File: config.mk
export PLATFORM = sky130hd
export DESIGN_NAME = flash_row_latch_writer
export DESIGN_NICKNAME = d
export VERILOG_FILES = /design/src/flash_row_pkg.sv /design/src/flash_row_latch_writer.sv
export SDC_FILE = /design/constraint.sdc
export NUM_CORES = 1
export LEC_CHECK = 0
export BUFFER_PORTS_ARGS = -buffer_cell sky130_fd_sc_hd__buf_2
export CAP_MARGIN = 20
export CORE_UTILIZATION = 67
export CTS_CLUSTER_DIAMETER = 120
export DETAILED_ROUTE_END_ITERATION = 6
export GPL_TIMING_DRIVEN = 1
export PLACE_DENSITY = 0.85
export SKIP_LAST_GASP = 1
export SYNTH_ARGS = -nofsm -noshare
export SYNTH_HDL_FRONTEND = slang
export SYNTH_SLANG_ARGS = --single-unit
File: constraint.sdc
create_clock -name clk_sys -period 8.1 [get_ports clk_sys]
set_input_delay 1.62 -clock clk_sys [delete_from_list [all_inputs] [get_ports clk_sys]]
set_output_delay 1.62 -clock clk_sys [all_outputs]
set_load 0.01 [all_outputs]
File: src/flash_row_pkg.sv
package flash_row_pkg;

   // Row geometry
   localparam int NUM_LATCHES = 32;
   localparam int WORD_W = 14;
   localparam int ROW_W = 10;
   localparam int IDX_W = 5;
   localparam logic [4:0] LAST_IDX = 5'h1f;
   localparam logic [13:0] BLANK_WORD = 14'h3fff;

   // Register offsets on the register port
   localparam logic [2:0] OFS_DATA_LOW = 3'h0;
   localparam logic [2:0] OFS_DATA_HIGH = 3'h1;
   localparam logic [2:0] OFS_ADDR_LOW = 3'h2;
   localparam logic [2:0] OFS_ADDR_HIGH = 3'h3;
   localparam logic [2:0] OFS_CONTROL_ONE = 3'h4;
   localparam logic [2:0] OFS_UNLOCK_KEY = 3'h5;
   localparam logic [2:0] OFS_IRQ_STATUS = 3'h6;
   localparam logic [2:0] OFS_IRQ_MASK = 3'h7;

   // Control one field positions
   localparam int BIT_REGION_SELECT = 6;
   localparam int BIT_LATCH_LOAD_ONLY = 5;
   localparam int BIT_ROW_ERASE = 4;
   localparam int BIT_WRITE_ERROR = 3;
   localparam int BIT_WRITE_ENABLE = 2;
   localparam int BIT_WRITE_START = 1;

   // Interrupt status field positions
   localparam int BIT_IRQ_DONE = 0;
   localparam int BIT_IRQ_ERROR = 1;

   // Unlock key values
   localparam logic [7:0] KEY_FIRST = 8'h55;
   localparam logic [7:0] KEY_SECOND = 8'haa;

   // Reset values
   localparam logic [7:0] RST_BYTE = 8'h00;
   localparam logic [6:0] RST_ADDR_HIGH = 7'h00;
   localparam logic [5:0] RST_DATA_HIGH = 6'h00;
   localparam logic [1:0] RST_IRQ = 2'h0;
   localparam logic [9:0] RST_ROW = 10'h000;

   // Unlock tracker states
   typedef enum logic [1:0] {
      U_IDLE = 2'b00,
      U_GOT_FIRST = 2'b01,
      U_ARMED = 2'b10
   } unlock_t;

   // Sequencer states
   typedef enum logic [1:0] {
      S_IDLE = 2'b00,
      S_PROG = 2'b01,
      S_ERASE = 2'b10,
      S_DONE = 2'b11
   } seq_t;

endpackage

File: src/flash_row_latch_writer.sv
// How it works
// - A row write only programs, it never erases first, so target words must be blank.
// - One row write always programs all 32 write latches of the row, loaded or still blank.
// - Address bits 14..5 pick the row and address bits 4..0 pick the latch that is loaded.
// - The row is captured at start so no word of one operation leaves that row.
// - After a row write every latch returns to the blank all-ones 14-bit value.
// - After a row erase the latches also return to blank, and unloaded latches stay blank.
// - With the load-only bit set and the erase bit clear, a finished unlock copies the data pair into one latch only.
// - With the load-only and erase bits clear, a finished unlock loads the last latch and programs the row.
// - Nothing starts without a complete unlock, and a broken unlock starts nothing.
// - Erase works on a whole row only, the latch index bits are ignored.
// - A row operation on a protected row clears the start bit and sets the error flag.
`timescale 1ns/1ps
`default_nettype none

module flash_row_latch_writer
(
   input wire logic clk_sys,
   input wire logic resetn,
   input wire logic [2:0] reg_addr,
   input wire logic [7:0] reg_wdata,
   input wire logic reg_wr,
   input wire logic reg_rd,
   output logic [7:0] reg_rdata,
   output logic flash_req,
   output logic flash_erase,
   output logic [9:0] flash_row,
   output logic [4:0] flash_word,
   output logic [13:0] flash_wdata,
   input wire logic flash_ack,
   input wire logic [9:0] protect_rows_below,
   output logic cpu_hold,
   output logic irq
);

   // Register address match, shared by write and read decoding
   function automatic logic hit(input logic [2:0] a, input logic [2:0] ofs);
      hit = (a == ofs);
   endfunction

   // Row number of a 15-bit flash address
   function automatic logic [9:0] row_of(input logic [6:0] hi,
                                         input logic [7:0] lo);
      row_of = {hi, lo[7:5]};
   endfunction

   logic [7:0] data_low_q;
   logic [5:0] data_high_q;
   logic [7:0] addr_low_q;
   logic [6:0] addr_high_q;
   logic region_q;
   logic load_only_q;
   logic erase_q;
   logic err_q;
   logic err_d;
   logic write_enable_bit_q;
   logic wr_q;
   logic [1:0] irq_stat_q;
   logic [1:0] irq_stat_d;
   logic [1:0] irq_mask_q;
   logic [7:0] rdata_q;
   logic [13:0] latch_q [0:flash_row_pkg::NUM_LATCHES-1];
   flash_row_pkg::unlock_t unlock_q;
   flash_row_pkg::seq_t seq_q;
   logic [4:0] idx_q;
   logic [9:0] row_q;
   logic is_load_q;
   logic req_q;
   logic erase_req_q;
   logic [4:0] word_q;
   logic [13:0] wdata_q;
   logic hold_q;
   logic irq_q;

   logic wr_key;
   logic wr_ctl;
   logic start_req;
   logic armed_start;
   logic unlock_broken;
   logic [9:0] cur_row;
   logic protected_row;
   logic go_load;
   logic go_row;
   logic go_erase;
   logic deny_prot;
   logic latch_we;
   logic latch_clr;
   logic op_done;
   logic [13:0] data_word;

   // Write decode for the key and control registers
   assign wr_key = reg_wr && hit(reg_addr, flash_row_pkg::OFS_UNLOCK_KEY);
   assign wr_ctl = reg_wr && hit(reg_addr, flash_row_pkg::OFS_CONTROL_ONE);
   assign data_word = {data_high_q, data_low_q};

   // A start request only counts while idle and not already running
   assign start_req = wr_ctl && reg_wdata[flash_row_pkg::BIT_WRITE_START]
                      && (seq_q == flash_row_pkg::S_IDLE) && !wr_q;
   assign armed_start = start_req && (unlock_q == flash_row_pkg::U_ARMED);
   // Any other write inside the key sequence breaks it
   assign unlock_broken = reg_wr && !armed_start
                          && ((unlock_q == flash_row_pkg::U_GOT_FIRST
                               && !(wr_key && reg_wdata
                                    == flash_row_pkg::KEY_SECOND))
                              || unlock_q == flash_row_pkg::U_ARMED);

   assign cur_row = row_of(addr_high_q, addr_low_q);
   assign protected_row = (cur_row < protect_rows_below);

   // Region select high targets areas this block does not serve, so nothing
   // starts there; write enable low also blocks every start.
   // load only
   assign go_load = armed_start && write_enable_bit_q && !region_q && load_only_q
                    && !erase_q;
   assign go_row = armed_start && write_enable_bit_q && !region_q && !load_only_q
                   && !erase_q && !protected_row;
   assign go_erase = armed_start && write_enable_bit_q && !region_q && erase_q
                     && !protected_row;
   assign deny_prot = armed_start && write_enable_bit_q && !region_q
                      && (erase_q || !load_only_q) && protected_row;

   // final latch loaded in the start cycle
   assign latch_we = go_load || go_row;
   // blank after write, blank after erase
   assign latch_clr = (seq_q == flash_row_pkg::S_DONE) && !is_load_q;
   assign op_done = (seq_q == flash_row_pkg::S_DONE);

   // Data and address register pairs
   always_ff @(posedge clk_sys)
   begin
      if (!resetn)
      begin
         data_low_q <= flash_row_pkg::RST_BYTE;
         data_high_q <= flash_row_pkg::RST_DATA_HIGH;
         addr_low_q <= flash_row_pkg::RST_BYTE;
         addr_high_q <= flash_row_pkg::RST_ADDR_HIGH;
      end
      else if (reg_wr)
      begin
         if (hit(reg_addr, flash_row_pkg::OFS_DATA_LOW))
            data_low_q <= reg_wdata;
         if (hit(reg_addr, flash_row_pkg::OFS_DATA_HIGH))
            data_high_q <= reg_wdata[5:0];
         if (hit(reg_addr, flash_row_pkg::OFS_ADDR_LOW))
            addr_low_q <= reg_wdata;
         if (hit(reg_addr, flash_row_pkg::OFS_ADDR_HIGH))
            addr_high_q <= reg_wdata[6:0];
      end
   end

   // Mode bits; the erase bit is cleared by hardware once the erase is over
   always_ff @(posedge clk_sys)
   begin
      if (!resetn)
      begin
         region_q <= 1'b0;
         load_only_q <= 1'b0;
         erase_q <= 1'b0;
         write_enable_bit_q <= 1'b0;
      end
      else
      begin
         if (wr_ctl)
         begin
            region_q <= reg_wdata[flash_row_pkg::BIT_REGION_SELECT];
            load_only_q <= reg_wdata[flash_row_pkg::BIT_LATCH_LOAD_ONLY];
            write_enable_bit_q <= reg_wdata[flash_row_pkg::BIT_WRITE_ENABLE];
         end
         if (op_done && erase_req_q)
            erase_q <= 1'b0;
         else if (wr_ctl)
            erase_q <= reg_wdata[flash_row_pkg::BIT_ROW_ERASE];
      end
   end

   // Error flag: software may set or clear it, a hardware set wins
   always_comb
   begin
      err_d = wr_ctl ? reg_wdata[flash_row_pkg::BIT_WRITE_ERROR] : err_q;
      if (unlock_broken || deny_prot || (start_req && !armed_start))
         err_d = 1'b1;
   end

   always_ff @(posedge clk_sys)
   begin
      if (!resetn)
         err_q <= 1'b0;
      else
         err_q <= err_d;
   end

   // Start bit can only be set by software, and only through a full unlock
   always_ff @(posedge clk_sys)
   begin
      if (!resetn)
         wr_q <= 1'b0;
      else if (op_done)
         wr_q <= 1'b0;
      else if (go_load || go_row || go_erase)
         wr_q <= 1'b1;
   end

   always_ff @(posedge clk_sys)
   begin
      if (!resetn)
         unlock_q <= flash_row_pkg::U_IDLE;
      else
      begin
         case (unlock_q)
            flash_row_pkg::U_IDLE:
               if (wr_key && reg_wdata == flash_row_pkg::KEY_FIRST)
                  unlock_q <= flash_row_pkg::U_GOT_FIRST;
            flash_row_pkg::U_GOT_FIRST:
               if (wr_key && reg_wdata == flash_row_pkg::KEY_SECOND)
                  unlock_q <= flash_row_pkg::U_ARMED;
               else if (reg_wr)
                  unlock_q <= flash_row_pkg::U_IDLE;
            flash_row_pkg::U_ARMED:
               // One shot: any write, used or not, disarms
               if (reg_wr)
                  unlock_q <= flash_row_pkg::U_IDLE;
            default:
               unlock_q <= flash_row_pkg::U_IDLE;
         endcase
      end
   end

   genvar gi;
   generate
      for (gi = 0; gi < flash_row_pkg::NUM_LATCHES; gi = gi + 1)
      begin : g_latch
         always_ff @(posedge clk_sys)
         begin
            if (!resetn || latch_clr)
               latch_q[gi] <= flash_row_pkg::BLANK_WORD;
            else if (latch_we && addr_low_q[4:0] == 5'(gi))
               latch_q[gi] <= data_word;
         end
      end
   endgenerate

   // Row sequencer; the flash macro answers each request with one ack
   always_ff @(posedge clk_sys)
   begin
      if (!resetn)
      begin
         seq_q <= flash_row_pkg::S_IDLE;
         idx_q <= 5'h00;
         row_q <= flash_row_pkg::RST_ROW;
         is_load_q <= 1'b0;
         req_q <= 1'b0;
         erase_req_q <= 1'b0;
         word_q <= 5'h00;
         wdata_q <= flash_row_pkg::BLANK_WORD;
      end
      else
      begin
         case (seq_q)
            flash_row_pkg::S_IDLE:
            begin
               // row frozen for the whole operation
               row_q <= cur_row;
               idx_q <= 5'h00;
               if (go_load)
               begin
                  is_load_q <= 1'b1;
                  erase_req_q <= 1'b0;
                  seq_q <= flash_row_pkg::S_DONE;
               end
               else if (go_row)
               begin
                  is_load_q <= 1'b0;
                  erase_req_q <= 1'b0;
                  seq_q <= flash_row_pkg::S_PROG;
               end
               else if (go_erase)
               begin
                  is_load_q <= 1'b0;
                  erase_req_q <= 1'b1;
                  seq_q <= flash_row_pkg::S_ERASE;
               end
            end
            flash_row_pkg::S_PROG:
            begin
               // program only, no erase request is issued here
               if (!req_q)
               begin
                  req_q <= 1'b1;
                  word_q <= idx_q;
                  wdata_q <= latch_q[idx_q];
               end
               else if (flash_ack)
               begin
                  req_q <= 1'b0;
                  if (idx_q == flash_row_pkg::LAST_IDX)
                     seq_q <= flash_row_pkg::S_DONE;
                  else
                     idx_q <= idx_q + 5'h01;
               end
            end
            flash_row_pkg::S_ERASE:
            begin
               // whole row, word index forced to zero
               if (!req_q)
               begin
                  req_q <= 1'b1;
                  word_q <= 5'h00;
                  wdata_q <= flash_row_pkg::BLANK_WORD;
               end
               else if (flash_ack)
               begin
                  req_q <= 1'b0;
                  seq_q <= flash_row_pkg::S_DONE;
               end
            end
            flash_row_pkg::S_DONE:
               seq_q <= flash_row_pkg::S_IDLE;
            default:
               seq_q <= flash_row_pkg::S_IDLE;
         endcase
      end
   end

   // CPU is held while the array is busy, a latch load never holds it
   always_ff @(posedge clk_sys)
   begin
      if (!resetn)
         hold_q <= 1'b0;
      else
         hold_q <= go_row || go_erase
                   || seq_q == flash_row_pkg::S_PROG
                   || seq_q == flash_row_pkg::S_ERASE;
   end

   // Sticky events; a read clears them but a same-cycle event survives
   always_comb
   begin
      irq_stat_d = irq_stat_q;
      if (reg_rd && hit(reg_addr, flash_row_pkg::OFS_IRQ_STATUS))
         irq_stat_d = flash_row_pkg::RST_IRQ;
      if (op_done)
         irq_stat_d[flash_row_pkg::BIT_IRQ_DONE] = 1'b1;
      if (err_d && !err_q)
         irq_stat_d[flash_row_pkg::BIT_IRQ_ERROR] = 1'b1;
   end

   always_ff @(posedge clk_sys)
   begin
      if (!resetn)
      begin
         irq_stat_q <= flash_row_pkg::RST_IRQ;
         irq_mask_q <= flash_row_pkg::RST_IRQ;
         irq_q <= 1'b0;
      end
      else
      begin
         irq_stat_q <= irq_stat_d;
         if (reg_wr && hit(reg_addr, flash_row_pkg::OFS_IRQ_MASK))
            irq_mask_q <= reg_wdata[1:0];
         irq_q <= |(irq_stat_d & irq_mask_q);
      end
   end

   // Read data, one cycle after the strobe; address high bit 7 reads as one
   always_ff @(posedge clk_sys)
   begin
      if (!resetn)
         rdata_q <= flash_row_pkg::RST_BYTE;
      else if (reg_rd)
      begin
         case (reg_addr)
            flash_row_pkg::OFS_DATA_LOW:
               rdata_q <= data_low_q;
            flash_row_pkg::OFS_DATA_HIGH:
               rdata_q <= {2'b00, data_high_q};
            flash_row_pkg::OFS_ADDR_LOW:
               rdata_q <= addr_low_q;
            flash_row_pkg::OFS_ADDR_HIGH:
               rdata_q <= {1'b1, addr_high_q};
            flash_row_pkg::OFS_CONTROL_ONE:
               rdata_q <= {1'b0, region_q, load_only_q, erase_q, err_q,
                           write_enable_bit_q, wr_q, 1'b0};
            flash_row_pkg::OFS_IRQ_STATUS:
               rdata_q <= {6'h00, irq_stat_q};
            flash_row_pkg::OFS_IRQ_MASK:
               rdata_q <= {6'h00, irq_mask_q};
            default:
               rdata_q <= flash_row_pkg::RST_BYTE;
         endcase
      end
      else
         rdata_q <= flash_row_pkg::RST_BYTE;
   end

   assign reg_rdata = rdata_q;
   assign flash_req = req_q;
   assign flash_erase = erase_req_q;
   assign flash_row = row_q;
   assign flash_word = word_q;
   assign flash_wdata = wdata_q;
   assign cpu_hold = hold_q;
   assign irq = irq_q;

endmodule

`default_nettype wire

**Word level (Yosys, flattened, before mapping)**

Memories as Yosys holds them, arrays and structs flattened. A register that Yosys moved wholly into a read port is not among the register bits.
Index checks and enable logic that the tools add are counted.

- Input bits: 26
- Memory bits (read-only): 0
- Memory bits (writable): 448
- Register bits: 90
- Memories kept: 1
- Bits in latches: 0

- $add $sub $neg: 1
- Multiply operators: 0
- Reduce and logical (&&, ||, !) cells: 100
- Magnitude comparators: 1
- Divide/modulo/power cells: 0
- Equality and inequality tests: 56
- Mux-type cells: 169
- Shifts and indexed selects: 0
- Bitwise logic cells: 34

Memories:

| memory | depth | bits a word | read ports | clocked after memory_dff | write ports | line | RTL |
|---|---|---|---|---|---|---|---|
| latch_q | 32 | 14 | 1 | 1 | 32 | flash_row_latch_writer.sv:62 | `logic [13:0] latch_q [0:flash_row_pkg::NUM_LATCHES-1];` |

Operators by type and width:

| kind | number |
|---|---|
| 14-bit two-way mux | 34 |
| 1-bit two-way mux | 110 |
| 5-bit equality test, second input constant | 17 |
| 1-bit logical AND | 60 |
| 8-bit case mux with 7 select lines | 1 |
| 5-bit by 4-bit equality test with 1-bit output, second input constant | 8 |
| 5-bit two-way mux | 7 |
| 1-bit OR | 32 |
| 14-bit case mux with 2 select lines | 1 |
| 2-bit two-way mux | 12 |
| 5-bit by 3-bit equality test with 1-bit output, second input constant | 4 |
| 5-bit case mux with 2 select lines | 2 |
| 2-bit != test, second input constant | 9 |
| 3-bit equality test, second input constant | 4 |
| 2-bit AND reduction | 6 |
| 5-bit by 2-bit equality test with 1-bit output, second input constant | 2 |
| 1-bit zero test | 10 |
| 1-bit logical OR | 10 |
| 10-bit < comparator | 1 |
| 8-bit by 7-bit equality test with 1-bit output, second input constant | 1 |
| 8-bit equality test, second input constant | 1 |
| 2-bit case mux with 4 select lines | 1 |
| 2-bit OR reduction | 4 |
| 2-bit equality test, second input constant | 3 |
| 17 further kinds | 21 |

**Longest topological paths before layout**

- Depth in word-level cells: 17
- Mapped depth: 12
- Mapped depth without buffers: 8

**Worst setup path after synthesis**

No wires, ideal clock.

- Kind: input to register
- Start point: in reg_addr[0]
- End point: mem latch_q[13][0], enable pin
- Slack: 3.504 ns
- Buffers on the path: 4
- Stages on the path: 10
- Arrival: 4.191 ns
- Data required time: 7.696 ns
- Path through: buf_2 and4bb_1 buf_4 nand3_4 a211oi_2 o21ai_1 buf_2 or2_1 clkbuf_1 o21ai_0

RTL lines:

| what | line | RTL |
|---|---|---|
| start: declaration | flash_row_latch_writer.sv:20 | `input wire logic [2:0] reg_addr,` |
| end: declaration | flash_row_latch_writer.sv:62 |  |

==> out/qor.csv <==
stage,metric,value,unit
final_layout,final core utilization,75.30,%
drt,Avg WL per Cell,28.30,µm
synth,register area share after synthesis,63.11,%
global_routing,total track usage,40.00,%
power,switching portion of total power,20.99,%
placement,dpl ws,3.269,ns
placement,DP Wirelength,45.72,mm
timing,Tcrit/Tclk final,54.38,%
floorplan,full die area,37080,µm²
floorplan,die width,192.6,µm
timing,hold_ws,0.4898,ns
cts,clock slew at reported path FFs,0.06,ns
power,P_int,4.461,mW
timing,final worst slack,3.695,ns
floorplan,FP Rows,69,
synth,Post-Synth Simple-Gate Area,14.77,%
worst_setup_path,WS Path Type,in2reg,
worst_setup_path,Worst EP arrival,4.69,ns
final_layout,Layout fillers,2106,
synth,Post-Synth Adder-Cell Area,0.7714,%
timing,f_max,0.2270,GHz
timing,Clock Skew,0.01531,ns
run_status,failing checks,design-rule violations,
timing,RSZ-0062 raised after global routing,no,
worst_setup_path,Worst path max stage delay,0.82,ns
global_routing,vias in the first global route,17390,
synth,Seq cells post-synth,543,
synth,Yosys cell types,59,
drt,routed via count,17720,
cts,Clock Tree Root,clkbuf_16,
synth,Synth Flop Type,edfxtp_1,
drt,final WL,72.45,mm
power,maximum VDD drop,0.1603,mV
cts,Worst-Skew Late Latency,0.58,ns
floorplan,I/O pin count,67,
worst_setup_path,r2r setup slk,3.94,ns
cts,Clock Path Buffers,3,
drt,vias per inst,6.921,
placement,gpl congestion,0.9748,
power,Clock power frac,43.2,%
synth,post-synthesis mux area share,11.00,%
timing,fin. max-slew vios,0,
synth,Synth Cell Area,24330,µm²
timing,final setup violation count,0,
synth,largest family of logic cells by synthesized area,simple AND/OR/NAND/NOR gates,
synth,async set-reset flop share out of synthesis,0,%
power,net switching power,1.185,mW
timing,Final Hold Fails,0,
worst_setup_path,CP endpoint kind,flip-flop,
drt,Residual DRC,4,
global_routing,total grt overflow,0,
synth,Synth Area in Compound Gates,6.881,%
synth,Synthesized Nets,2047,
worst_setup_path,Worst EP required,8.38,ns
synth,syn avg cell area,12.13,µm²
worst_setup_path,crit path to,latch_q[26][11],
final_layout,final net count,2097,
global_routing,initial antenna violation count,2,
drt,ANT nets after route,0,
global_routing,first-pass GRT wire length,105.6,mm
worst_setup_path,CP max-delay cell,o21ai_1,
floorplan,core area,35660,µm²
worst_setup_path,R2R Path Start,seq_q[0],
synth,cells after synthesis,2006,
power,Seq pwr share,53.5,%
synth,synth warn,0,
run_status,outcome,"complete, but fails checks",
placement,IO Port Bufs,66,
worst_setup_path,ordered cell list for the critical path,buf_2 > and4bb_1 > nand3_4 > a211oi_2 > o21ai_2 > buf_4 > or2_1 > o21ai_1 > buf_4,
global_routing,largest net degree at the start of global routing,86,
worst_setup_path,CP startpoint,reg_addr[0],
hold_path,Worst Hold Class,reg2reg,
cts,H-tree levels,2,
worst_setup_path,reg2reg end,latch_q[26][11],
synth,xor/xnor share of the synthesized area,0.07200,%
timing,Slew headroom,15.36,%
drt,DR pass1 iterations,7,
cts,TritonCTS clock tree,built,
worst_setup_path,crit path max fanout,18,
final_layout,area grow syn2layout,10.35,%
power,pwr dens,210.3,nW/µm²
cts,# hold bufs at CTS,0,
cts,Sink Count,543,
cts,post-CTS setup buffers,0,
cts,post-cts resize count,0,
synth,Post-synth EDFFs,448,
placement,dpl cells,2458,
timing,minimum clock period,4.405,ns
cts,CTS buffer count,53,
final_layout,share of layout cells above drive strength 1,16.30,%
floorplan,die height,192.6,µm
floorplan,Starting Density,68.24,%
power,Leakage Power,7.128,nW
timing,setup TNS,0,ns
worst_setup_path,CP startpoint kind,input port,
worst_setup_path,cell mode on critical path,buf_4,
power,Comb power frac,3.3,%
timing,transition time of the tightest slew-check pin,1.265,ns
final_layout,"non-filler cells, final",2560,
job,number of max-cap violations,0,
drt,initial drt markers,3032,
worst_setup_path,FF-to-FF path depth,10,
## cells in the mapped netlist (10+ instances only)
cell type  number  share of area [%]
nand2_1       571                8.8
edfxtp_1      448                 55
nor2_1        147                2.3
dfxtp_1        95                7.8
mux4_2         94                8.7
o21ai_0        74                1.5
clkbuf_1       69                1.1
a21oi_1        63                1.3
mux2i_1        48                2.0
buf_2          39               0.80
nand3_1        33               0.68
a31oi_1        26               0.67
a211oi_1       24               0.74
and2_1         23               0.59
o211ai_1       23               0.71
inv_1          20               0.31
buf_6          16               0.74
nor3_1         16               0.33
ha_1           15               0.77
nand2b_1       15               0.39
buf_1          12               0.19
nor2b_1        11               0.28
o22ai_1        10               0.26
## worst max-delay path, delay by kind of cell
family	cells	cell delay [ns]
AOI/OAI and AO/OA	3	1.11
buffers and inverters	3	0.76
and+or+nand+nor	3	1.18
## layout make-up
| cell class | instances | area, µm² | share of cell area (%) |
|---|---|---|---|
| Antenna cell | 1 | 2.502 | 0.009321 |
| Clock buffer | 83 | 1560 | 5.811 |
| Clock inverter | 14 | 146.4 | 0.5453 |
| Inverter | 21 | 78.83 | 0.2936 |
| Multi-Input combinational cell | 1297 | 8203 | 30.55 |
| Sequential cell | 543 | 15360 | 57.23 |
| Tap cell | 461 | 576.8 | 2.148 |
| Timing Repair Buffer | 140 | 915.9 | 3.411 |
## power groups by stage
stage	Clock [mW]	Sequential, mW	Combinational [mW]
4_1_cts	2.43	3.02	0.174
3_5_place_dp	0	3.08	0.173
5_1_grt	2.53	3.02	0.189
2_1_floorplan	0	3.08	0.0816
6_report	2.44	3.02	0.186
3_3_place_gp	0	3.08	0.168
## cell families (layout without fill, tap and decap cells)
group / Yosys count / in the layout
simple gates: 860 / 860
mux: 149 / 149
compound gates: 271 / 271
fa+ha+maj: 15 / 15
xor+xnor: 2 / 2
buf+inv: 166 / 258
other cells: 0 / 1
flops: 543 / 543
## cells in the final DEF (no fill, tap or decap), types with 34 or more instances in the layout
cell type / synthesis / routed
nor2_1: 147 / 145
dfxtp_1: 95 / 91
a21oi_1: 63 / 63
o21ai_1: 3 / 34
edfxtp_1: 448 / 448
mux2i_1: 48 / 48
o21ai_0: 74 / 42
buf_2: 39 / 66
clkbuf_16: 0 / 54
mux4_2: 94 / 94
nand2_1: 571 / 571
buf_4: 9 / 66
## metrics by stage
stage / cell area [µm²] / power, mW
after floorplan: 24330 / 3.161
after global placement: 25030 / 3.247
after detailed placement: 25090 / 3.252
after CTS: 26800 / 5.619
after global routing: 26850 / 5.739
final: 26850 / 5.647
## how the worst min path moves through the flow
stage               cells after the start          end        start
finish                                  2  flash_erase  flash_erase
global route                            2     seq_q[1]     seq_q[1]
CTS                                     1      erase_q  flash_erase
detailed placement                      2  flash_erase  flash_erase
global placement                        1      erase_q  flash_erase
floorplan                               2         wr_q         wr_q
## registers in the layout, summed over array words and instances, names as in the netlist, 2 cells and up, named ones only
name         flops
irq_mask_q       2
addr_high_q      7
data_low_q       8
latch_q        448
reg_rdata        8
flash_word       5
irq_stat_q       2
idx_q            5
unlock_q         2
flash_wdata     14
data_high_q      6
addr_low_q       8
seq_q            2
flash_row       10
## per-layer routing
metal / vias to the layer above / routed length [µm] / global-route usage [%]
li1: 7346 / - / -
met1: 8375 / 22680 / 48.82
met2: 1578 / 32150 / 59.77
met3: 418 / 10740 / 12.47
met4: 2 / 6848 / 30.59
met5: - / 28 / 0.5495
No activity file was read; power rests on OpenSTA's default activity.
